===== src/common/host_port_pkg.sv =====
// Summary of operation
// - while reset is low, every host access is ignored
// - while reset is low, panel data, line pulse and polarity halt
// - direct mode: writing bit 0 at offset 08h leaves power save
// - indirect mode: system init command leaves power save
// - falling read or write strobe drives wait low
// - after strobe rises, wait returns to high impedance
// - wait active no longer than four system clocks plus 2 ns; here wait is held seven to eight system clocks from strobe fall
// - read data valid within one system clock after wait release
// - read data driven only after read strobe falls, freed on select rise; here freed on read strobe rise or select rise, whichever comes first
package host_port_pkg;
  localparam int unsigned CLK_MHZ = 25;
  localparam int unsigned ADDR_W = 16;
  localparam int unsigned DATA_W = 8;
  // wait limit four system clocks; access releases wait seven to eight clocks after strobe fall
  localparam int unsigned WAIT_MAX_TS = 4;
  localparam logic [2:0] WAIT_MAX_CYC = 3'(WAIT_MAX_TS);
  localparam logic [2:0] ACCESS_CYC = 3'h3;
  localparam logic [ADDR_W-1:0] PWR_REG_OFS = 16'h0008;
  localparam int unsigned PWR_BIT = 0;
  localparam logic [DATA_W-1:0] SYS_INIT_CMD = 8'h40;
  localparam logic [DATA_W-1:0] REG_RESET_VAL = 8'h00;

  typedef struct packed {
    logic cs_n;
    logic rd_n;
    logic wr_n;
    logic [ADDR_W-1:0] addr;
    logic [DATA_W-1:0] data;
  } host_bus_t;

  typedef struct packed {
    logic [DATA_W-1:0] data;
    logic data_oe;
    logic wait_n;
    logic wait_oe;
  } host_resp_t;
endpackage : host_port_pkg


===== src/design/host_bus_port.sv =====
`timescale 1ns/100ps
module host_bus_port
  import host_port_pkg::*;
(
  input wire logic clk_sys_in,
  input wire logic rst_n_in,
  input wire host_bus_t bus_in,
  input wire logic indirect_mode_in,
  input wire logic [DATA_W-1:0] rd_data_in,
  input wire logic panel_run_in,
  output host_resp_t resp_out,
  output logic wr_stb_out,
  output logic rd_stb_out,
  output logic [ADDR_W-1:0] acc_addr_out,
  output logic [DATA_W-1:0] acc_data_out,
  output logic power_save_out,
  output logic osc_start_out,
  output logic panel_enable_out
);
  typedef enum logic [3:0] {
    ST_IDLE = 4'h1,
    ST_BUSY = 4'h2,
    ST_DONE = 4'h4,
    ST_HOLD = 4'h8
  } acc_state_t;

  function automatic logic is_wake(input logic ind, input logic [ADDR_W-1:0] a,
                                   input logic [DATA_W-1:0] d);
    is_wake = ind ? (d == SYS_INIT_CMD) : (a == PWR_REG_OFS && d[PWR_BIT]);
  endfunction : is_wake

  logic rst_s1_r, rst_s2_r;
  // reset released through two flops, asserted at once
  always_ff @(posedge clk_sys_in or negedge rst_n_in)
  begin
    if (!rst_n_in)
    begin
      rst_s1_r <= 1'b0;
      rst_s2_r <= 1'b0;
    end
    else
    begin
      rst_s1_r <= 1'b1;
      rst_s2_r <= rst_s1_r;
    end
  end
  wire rst_n = rst_s2_r;

  // three-stage pin synchronisers; only stages two and three are read
  logic [2:0] cs_sy_r, rd_sy_r, wr_sy_r;
  logic [ADDR_W-1:0] addr_r;
  logic [DATA_W-1:0] wdat_r;
  always_ff @(posedge clk_sys_in or negedge rst_n)
  begin
    if (!rst_n)
    begin
      cs_sy_r <= 3'h7;
      rd_sy_r <= 3'h7;
      wr_sy_r <= 3'h7;
    end
    else
    begin
      cs_sy_r <= {cs_sy_r[1:0], bus_in.cs_n};
      rd_sy_r <= {rd_sy_r[1:0], bus_in.rd_n};
      wr_sy_r <= {wr_sy_r[1:0], bus_in.wr_n};
    end
  end
  // address and data are stable while a strobe is low, sampled late
  always_ff @(posedge clk_sys_in)
  begin
    addr_r <= bus_in.addr;
    wdat_r <= bus_in.data;
  end

  logic cs_lo, rd_lo, wr_lo, rd_hi, wr_hi;
  always_comb
  begin
    cs_lo = (cs_sy_r[2:1] == 2'h0);
    rd_lo = (rd_sy_r[2:1] == 2'h0);
    wr_lo = (wr_sy_r[2:1] == 2'h0);
    rd_hi = (rd_sy_r[2:1] == 2'h3);
    wr_hi = (wr_sy_r[2:1] == 2'h3);
  end

  acc_state_t st_r, st_nxt;
  logic [2:0] cnt_r, cnt_nxt;
  logic is_rd_r, is_rd_nxt;
  logic [DATA_W-1:0] dout_r, dout_nxt;
  logic pws_r, pws_nxt;
  logic wr_stb, rd_stb;

  // access sequencer: stall, do access, release wait, await strobe rise
  always_comb
  begin
    st_nxt = st_r;
    cnt_nxt = cnt_r;
    is_rd_nxt = is_rd_r;
    dout_nxt = dout_r;
    pws_nxt = pws_r;
    wr_stb = 1'b0;
    rd_stb = 1'b0;
    case (st_r)
      ST_IDLE:
      begin
        if (cs_lo && (rd_lo || wr_lo))
        begin
          st_nxt = ST_BUSY;
          is_rd_nxt = rd_lo;
          cnt_nxt = 3'h1;
        end
      end
      ST_BUSY:
      begin
        cnt_nxt = cnt_r + 3'h1;
        if (cnt_r >= ACCESS_CYC)
        begin
          st_nxt = ST_DONE;
          rd_stb = is_rd_r;
          wr_stb = !is_rd_r;
          if (!is_rd_r && is_wake(indirect_mode_in, addr_r, wdat_r))
            pws_nxt = 1'b0;
        end
      end
      ST_DONE:
      begin
        if (is_rd_r)
          dout_nxt = rd_data_in;
        st_nxt = ST_HOLD;
      end
      ST_HOLD:
      begin
        if ((is_rd_r && rd_hi) || (!is_rd_r && wr_hi))
          st_nxt = ST_IDLE;
      end
      default:
        st_nxt = ST_IDLE;
    endcase
  end

  always_ff @(posedge clk_sys_in or negedge rst_n)
  begin
    if (!rst_n)
    begin
      st_r <= ST_IDLE;
      cnt_r <= 3'h0;
      is_rd_r <= 1'b0;
      dout_r <= REG_RESET_VAL;
      pws_r <= 1'b1;
    end
    else
    begin
      st_r <= st_nxt;
      cnt_r <= cnt_nxt;
      is_rd_r <= is_rd_nxt;
      dout_r <= dout_nxt;
      pws_r <= pws_nxt;
    end
  end

  // wait low from strobe fall, then floated, never driven high
  always_comb
  begin
    resp_out.wait_n = 1'b0;
    resp_out.wait_oe = rst_n && !bus_in.cs_n && (!bus_in.rd_n || !bus_in.wr_n)
                       && (st_r != ST_HOLD);
    // data driven only in read with strobe low and select low
    resp_out.data_oe = rst_n && !bus_in.cs_n && !bus_in.rd_n && is_rd_r
                       && (st_r == ST_HOLD);
    resp_out.data = dout_r;
  end

  assign panel_enable_out = rst_n && panel_run_in && !pws_r;
  assign wr_stb_out = wr_stb;
  assign rd_stb_out = rd_stb;
  assign acc_addr_out = addr_r;
  assign acc_data_out = wdat_r;
  assign power_save_out = pws_r;
  assign osc_start_out = !pws_r;

  a_wait_bounded: assert property (@(posedge clk_sys_in) disable iff (!rst_n)
    (st_r == ST_BUSY) |-> ##[1:5] (st_r == ST_DONE))
    else $error("wait held too long");
  a_access_one: assert property (@(posedge clk_sys_in) disable iff (!rst_n)
    (wr_stb || rd_stb) |=> !(wr_stb || rd_stb))
    else $error("double access pulse");
  a_wake_clears: assert property (@(posedge clk_sys_in) disable iff (!rst_n)
    (wr_stb && is_wake(indirect_mode_in, addr_r, wdat_r)) |=> !pws_r)
    else $error("power save not left");
  a_wait_released: assert property (@(posedge clk_sys_in) disable iff (!rst_n)
    (st_r == ST_HOLD) |-> !resp_out.wait_oe)
    else $error("wait driven after access");
  a_data_valid: assert property (@(posedge clk_sys_in) disable iff (!rst_n)
    (st_r == ST_DONE && is_rd_r) |=> (dout_r == $past(rd_data_in)))
    else $error("read data not captured");
  a_data_gated: assert property (@(posedge clk_sys_in) disable iff (!rst_n)
    resp_out.data_oe |-> !bus_in.rd_n && !bus_in.cs_n)
    else $error("data driven outside read");
  a_panel_halt: assert property (@(posedge clk_sys_in)
    !rst_n |-> !panel_enable_out)
    else $error("panel running in reset");
  a_reset_ignore: assert property (@(posedge clk_sys_in)
    !rst_n |-> !wr_stb && !rd_stb)
    else $error("access taken in reset");
endmodule : host_bus_port


===== config.mk =====
export PLATFORM = sky130hd
export DESIGN_NAME = host_bus_port
export DESIGN_NICKNAME = d
export VERILOG_FILES = /design/src/common/host_port_pkg.sv /design/src/design/host_bus_port.sv
export SDC_FILE = /design/constraint.sdc
export NUM_CORES = 1
export LEC_CHECK = 0
export BUFFER_PORTS_ARGS = -buffer_cell sky130_fd_sc_hd__clkbuf_2
export CORE_MARGIN = 4
export CORE_UTILIZATION = 40
export DETAILED_ROUTE_END_ITERATION = 12
export GPL_ROUTABILITY_DRIVEN = 0
export PLACE_DENSITY = 0.81
export SYNTH_ARGS = -nofsm -noshare
export SYNTH_HDL_FRONTEND = slang
export SYNTH_SLANG_ARGS = --single-unit

===== constraint.sdc =====
create_clock -name clk_sys_in -period 1.3 [get_ports clk_sys_in]
set_clock_uncertainty 0.05 [all_clocks]
set_input_delay 0.065 -clock clk_sys_in [delete_from_list [all_inputs] [get_ports clk_sys_in]]
set_output_delay 0.065 -clock clk_sys_in [all_outputs]
set_load 0.1 [all_outputs]

==> results of run 1 <==
-- worst paths after layout --
check / endpoint / cells after the start
hold reg to reg: is_rd_r / 1
hold / removal: rst_n / 2
max in group asynchronous: cs_sy_r[0] / 1
min in group clk_sys_in: power_save_out / 4
setup reg to reg: power_save_out / 8
setup / recovery: wr_stb_out / 6
-- synthesized netlist by cell type --
cell	instances
a211o_1	1
a21oi_2	1
a221oi_1	1
a22o_1	1
a31oi_1	2
and2_1	1
and2b_1	1
and2b_4	1
and3_1	2
buf_4	1
conb_1	2
dfrtp_1	17
dfstp_2	11
dfxtp_1	24
ha_1	2
inv_1	3
mux2_1	6
mux2_2	2
mux2i_1	1
nand2_1	2
nand2b_1	1
nand3_1	2
nand3_4	1
nand3b_1	2
nand4_1	2
nor2_1	3
nor2b_1	2
nor3_1	2
nor4_1	4
nor4b_1	1
nor4b_2	1
nor4b_4	1
o21ai_0	2
o22ai_1	1
o2bb2ai_1	1
o31ai_1	1
or4b_1	1
-- cell families (layout without fill, tap and decap cells) --
group,after synthesis,count (layout),share of synthesized area (%)
compound gates,11,11,4.86
fa+ha+maj,2,2,1.52
flops,52,52,72.5
simple gates,30,30,13.4
buf+inv,4,144,1.14
other cells,2,2,0.456
mux,9,9,6.07
-- flip-flops by register name, indices dropped and copies added (netlist names) --
| register | count |
|---|---|
| acc_addr_out | 16 |
| acc_data_out | 8 |
| dout_r | 8 |
| st_r | 4 |
| cnt_r | 3 |
| cs_sy_r | 3 |
| rd_sy_r | 3 |
| wr_sy_r | 3 |
| is_rd_r | 1 |
| power_save_out | 1 |
| rst_n | 1 |
| rst_s1_r | 1 |
-- per-layer routing --
| metal | up-vias | GRT usage, % | wire length [um] | share of wire, % |
|---|---|---|---|---|
| li1 | 668 | - | - | - |
| met2 | 81 | 36.1 | 2660 | 51 |
| met1 | 712 | 23.9 | 1900 | 36 |
| met4 | 0 | 7.93 | 113 | 2.2 |
| met3 | 10 | 9.42 | 551 | 11 |
| met5 | - | 0 | 0 | 0 |
-- where the power goes --
part           switching, W  internal, W
Combinational      0.000557     0.000274
Sequential        0.0000732      0.00171
Clock              0.000515     0.000692
-- critical path: stages, from the launching register on --
cell and delay [ps]:
dfrtp_1 390, ha_2 190, ha_2 160, a211o_1 250, and2_4 170, and2b_4 170
buf_12 160
-- area by class of cell --
| class | count | area [sq um] |
|---|---|---|
| inverters | 3 | 15.0 |
| repair buffers | 133 | 1070 |
| flip-flops and latches | 52 | 1220 |
| well taps | 50 | 62.6 |
| fillers | 210 | 930 |
| multi-input cells | 54 | 574 |
| clock inverters | 1 | 30.0 |
| clock buffers | 7 | 97.6 |
-- what timing repair did --
| item | CTS | global route |
|---|---|---|
| setup buffers | 4 | 6 |
| gates resized for setup | 20 | 8 |
| hold buffers | 36 | 0 |
| endpoints found under the hold margin | 37 | 0 |
| setup endpoints to repair | 22 | 24 |
| pin swaps | 0 | 4 |
-- stage by stage --
step	setup TNS [ps]	instance area, sq um	total power [W]	util (%)
floorplan	-2260	1740	0.00230	-
global placement	-1460	2420	0.00249	60.4
detailed placement	-2260	2420	0.00251	60.4
CTS	-4710	3010	0.00380	75.1
global route	-6400	3070	0.00398	76.8
finish	-5140	3070	0.00382	76.8
==> run_results.csv, run 1 <==
group,metric,value,unit
outcome,run_status,"finished with violations",
outcome,violations,"setup timing",
setup_path,worst_ep_required_time,1190,ps
synth,ys_seq_elements,52,
detailed_routing,vias,1471,
job,cap_violations,0,
die,start_util,41.2,%
die,io_pins,79,
detailed_routing,ant_nets,0,
die,core,0.00400,sq mm
place,port_buffers,77,
final_layout,layout_common_cells,"clkbuf_2 (49), dlygate4sd3_1 (36), buf_4 (36)",
min_path,hold_class,"in -> async",
setup_path,r2r_setup_slack,-520,ps
detailed_routing,drt-initial-drc-count,48,
synth,synth_area,0.00165,sq mm
clock_tree,clock_sinks,52,
sta,worst_pin_slew,573,ps
setup_path,critPathKind,"reg -> out",
detailed_routing,wl,5.23,mm
clock_tree,cts_htree_levels,2,
global_routing,track_usage,21.4,%
final_layout,final_cells,300,
synth,synthesis.nets,151,
clock_tree,cts_tree,"built",
sta,max_freq,0.525,GHz
synth,synth_area_per_cell,15.0,sq um
final_layout,nets,290,
setup_path,start_kind,"register",
setup_path,worstSetupStartpoint,"cnt_r[1]",
global_routing,antenna_found_initial,0,
clock_tree,cts_inserted_buffers,5,
sta,timing.final.crit_share,147,%
sta,final-setup-viol-count,23,
pwr,powerDensity,1240,mW/mm^2
detailed_routing,viasPerCell,4.90,
sta,fin_crit,1910,ps
synth,synthCells,110,
synth,synth_top_area_cell,"dfxtp_1",
global_routing,grt_pass1_vias,1702,
clock_tree,ctsRootBufferMaster,"clkbuf_8",
setup_path,r2r_start,"cnt_r[1]",
setup_path,critPathCaptureType,"output pin",
synth,synth.distinct_cells,37,
final_layout,area_delta_synth_final,86.3,%
synth,ys_seq_area_share,72.5,%
detailed_routing,wire_per_inst,17.4,um
clock_tree,clk_pin_slew,90,ps
place,dp_cells,247,
synth,netlist.area_leader.share,29.2,%
pwr,peakVddDrop,0.827,mV
sta,finalHoldViolations,0,
sta,hold_ws,46.8,ps
final_layout,drive_above_1_share,64.0,%
synth,synthTopCellsByArea,"dfxtp_1 (29%), dfrtp_1 (26%), dfstp_2 (18%)",
sta,grt_setup_unrepaired,"true",
clock_tree,clk_latency,290,ps
setup_path,crit_arrival,1790,ps
setup_path,cp_max_fo,2,
place,post-place-ws,-302,ps
sta,drv_slew,0,
die,die_h,72.2,um
place,dp_hpwl,2.90,mm
global_routing,grt.overflow.total,0,
clock_tree,cts_buffer_depth,2,
detailed_routing,drc_errors,0,
synth,ys_warn_count,0,
global_routing,grt_pass1_wl,8.31,mm
pwr,power_leakage,1.41,nW
die,dieArea,0.00521,sq mm
detailed_routing,drt-pass1-iter-count,4,
die,fp-row-count,23,
final_layout,final_common_cell,"clkbuf_2",
sta,relSlewSlack,61.9,%
final_layout,antenna_cells,0,
global_routing,grt_max_degree,27,
sta,layout_setup_ws,-605,ps
die,die_width,72.2,um
(Power assumes the default switching activity.)
==> inputs of run 2 (changes only) <==
==> constraint.sdc (replaced) <==
create_clock -name clk_sys_in -period 1.3 [get_ports clk_sys_in]
set_clock_uncertainty 0.05 [all_clocks]
set_input_delay 0.065 -clock clk_sys_in [delete_from_list [all_inputs] [get_ports clk_sys_in]]
set_output_delay 0.065 -clock clk_sys_in [all_outputs]
set_load 0.005 [all_outputs]
==> run 2 against run 1 <==
The flow still finishes with violations (setup timing). Clock-buffer cell count down 1. Final area down 7.9%. Clock power down 17%. Critical path type unchanged.
==> run_results.csv, run 2 (synthesis gave the netlist of run 1 again) <==
group,metric,value,unit
outcome,run_status,"finished with violations",
outcome,violations,"setup timing",
clock_tree,cts_inserted_buffers,5,
global_routing,grt.overflow.total,0,
setup_path,cp_max_fo,3,
place,port_buffers,77,
job,cap_violations,0,
die,fp-row-count,23,
sta,hold_ws,34.1,ps
pwr,peakVddDrop,1.08,mV
sta,layout_setup_ws,-576,ps
detailed_routing,drt-pass1-iter-count,4,
die,start_util,41.2,%
global_routing,track_usage,23.7,%
place,dp_hpwl,2.83,mm
clock_tree,cts_tree,"built",
detailed_routing,drt-initial-drc-count,81,
detailed_routing,wire_per_inst,21.0,um
final_layout,antenna_cells,0,
final_layout,nFillCells,217,
sta,timing.final.crit_share,144,%
final_layout,final_area,0.00283,sq mm
global_routing,antenna_found_initial,0,
final_layout,final_common_cell,"clkbuf_2",
die,die_width,72.2,um
detailed_routing,vias,1538,
sta,grt_setup_unrepaired,"true",
clock_tree,ctsRootBufferMaster,"clkbuf_8",
final_layout,nets,285,
final_layout,utilization,70.7,%
final_layout,layout_common_cells,"clkbuf_2 (74), dlygate4sd3_1 (36), dfxtp_1 (24)",
final_layout,area_delta_synth_final,71.7,%
place,dp_cells,244,
final_layout,largest_register_ff_count,16,
setup_path,critPathKind,"reg -> out",
die,core,0.00400,sq mm
detailed_routing,ant_nets,0,
place,post-place-ws,-227,ps
final_layout,final_cells,295,
global_routing,grt_pass1_vias,1706,
place,post_dp_cell_area,0.00215,sq mm
global_routing,grt_max_degree,27,
sta,worst_pin_slew,510,ps
setup_path,start_kind,"register",
sta,relSlewSlack,66.0,%
detailed_routing,viasPerCell,5.21,
clock_tree,clock_sinks,52,
sta,finalHoldViolations,0,
detailed_routing,drc_errors,0,
setup_path,r2r_setup_slack,-400,ps
pwr,power_leakage,1.35,nW
setup_path,worst_ep_required_time,1190,ps
die,dieArea,0.00521,sq mm
die,die_h,72.2,um
sta,fin_crit,1880,ps
clock_tree,cts_buffer_depth,2,
detailed_routing,wl,6.19,mm
final_layout,drive_above_1_share,59.6,%
min_path,hold_class,"in -> async",
sta,final-setup-viol-count,22,
global_routing,grt_pass1_wl,9.15,mm
sta,max_freq,0.533,GHz
sta,drv_slew,0,
setup_path,critPathCaptureType,"output pin",
clock_tree,clk_latency,310,ps
pwr,powerDensity,1130,mW/mm^2
clock_tree,cts_htree_levels,2,
die,io_pins,79,
setup_path,crit_arrival,1760,ps
clock_tree,clk_pin_slew,100,ps
[run 2: changes by cell type in the layout (fill, tap and decap cells not counted), sizes merged]
| cell | change |
|---|---|
| buf | -30 |
| bufinv | -1 |
| clkbuf | +24 |
| clkinvlp | -1 |
| inv | +3 |
[run 2: layer usage]
metal	track usage [%]	routed length (um)	vias up
li1	-	-	657
met1	25.9	2300	745
met2	41.5	3090	113
met3	9.14	604	23
met4	8.56	194	0
met5	0	0	-
[run 2: final timing paths]
check	start	endpoint	cells after the start
max in group asynchronous	rst_n	rd_sy_r[2]	1
min in group clk_sys_in	indirect_mode_in	power_save_out	4
worst min-delay path	rst_n_in	rst_s1_r	2
worst min register to register	rst_n	dout_r[7]	1
worst max-delay path	cnt_r[1]	wr_stb_out	6
worst max register to register	cnt_r[1]	power_save_out	7
[run 2: layout make-up]
class / instances / area [sq um] / area share, %
flip-flops and latches: 52 / 1200 / 42.4
repair buffers: 128 / 876 / 31.0
multi-input cells: 54 / 579 / 20.5
clock buffers: 6 / 82.6 / 2.92
well taps: 50 / 62.6 / 2.21
clock inverters: 2 / 17.5 / 0.619
inverters: 3 / 11.3 / 0.398
[run 2: power by group]
| group | switching [W] | internal [W] | total [W] |
|---|---|---|---|
| Clock | 0.000565 | 0.000447 | 0.00101 |
| Sequential | 0.0000831 | 0.00171 | 0.00179 |
| Combinational | 0.000163 | 0.000235 | 0.000398 |
[run 2: repair_timing]
action / 4_1_cts / 5_1_grt
pin swaps: 2 / 5
setup endpoints to repair: 20 / 22
buffers inserted: 2 / 6
hold endpoints to repair: 37 / 0
gates resized for setup: 15 / 25
hold buffers: 36 / 0
[run 2: through the flow]
stage,power (W),setup TNS [ps]
after floorplan,0.00188,-251
after global placement,0.00204,-1050
after detailed placement,0.00205,-1690
after CTS,0.00311,-3880
after global routing,0.00330,-6020
final,0.00320,-4970
[run 2: worst max-delay path, cell delays in order (launching register included)]
cell and delay [ps]:
dfrtp_1 400, ha_2 180, ha_2 160, a211o_1 260, and2_4 180, and2b_4 160
clkbuf_2 110
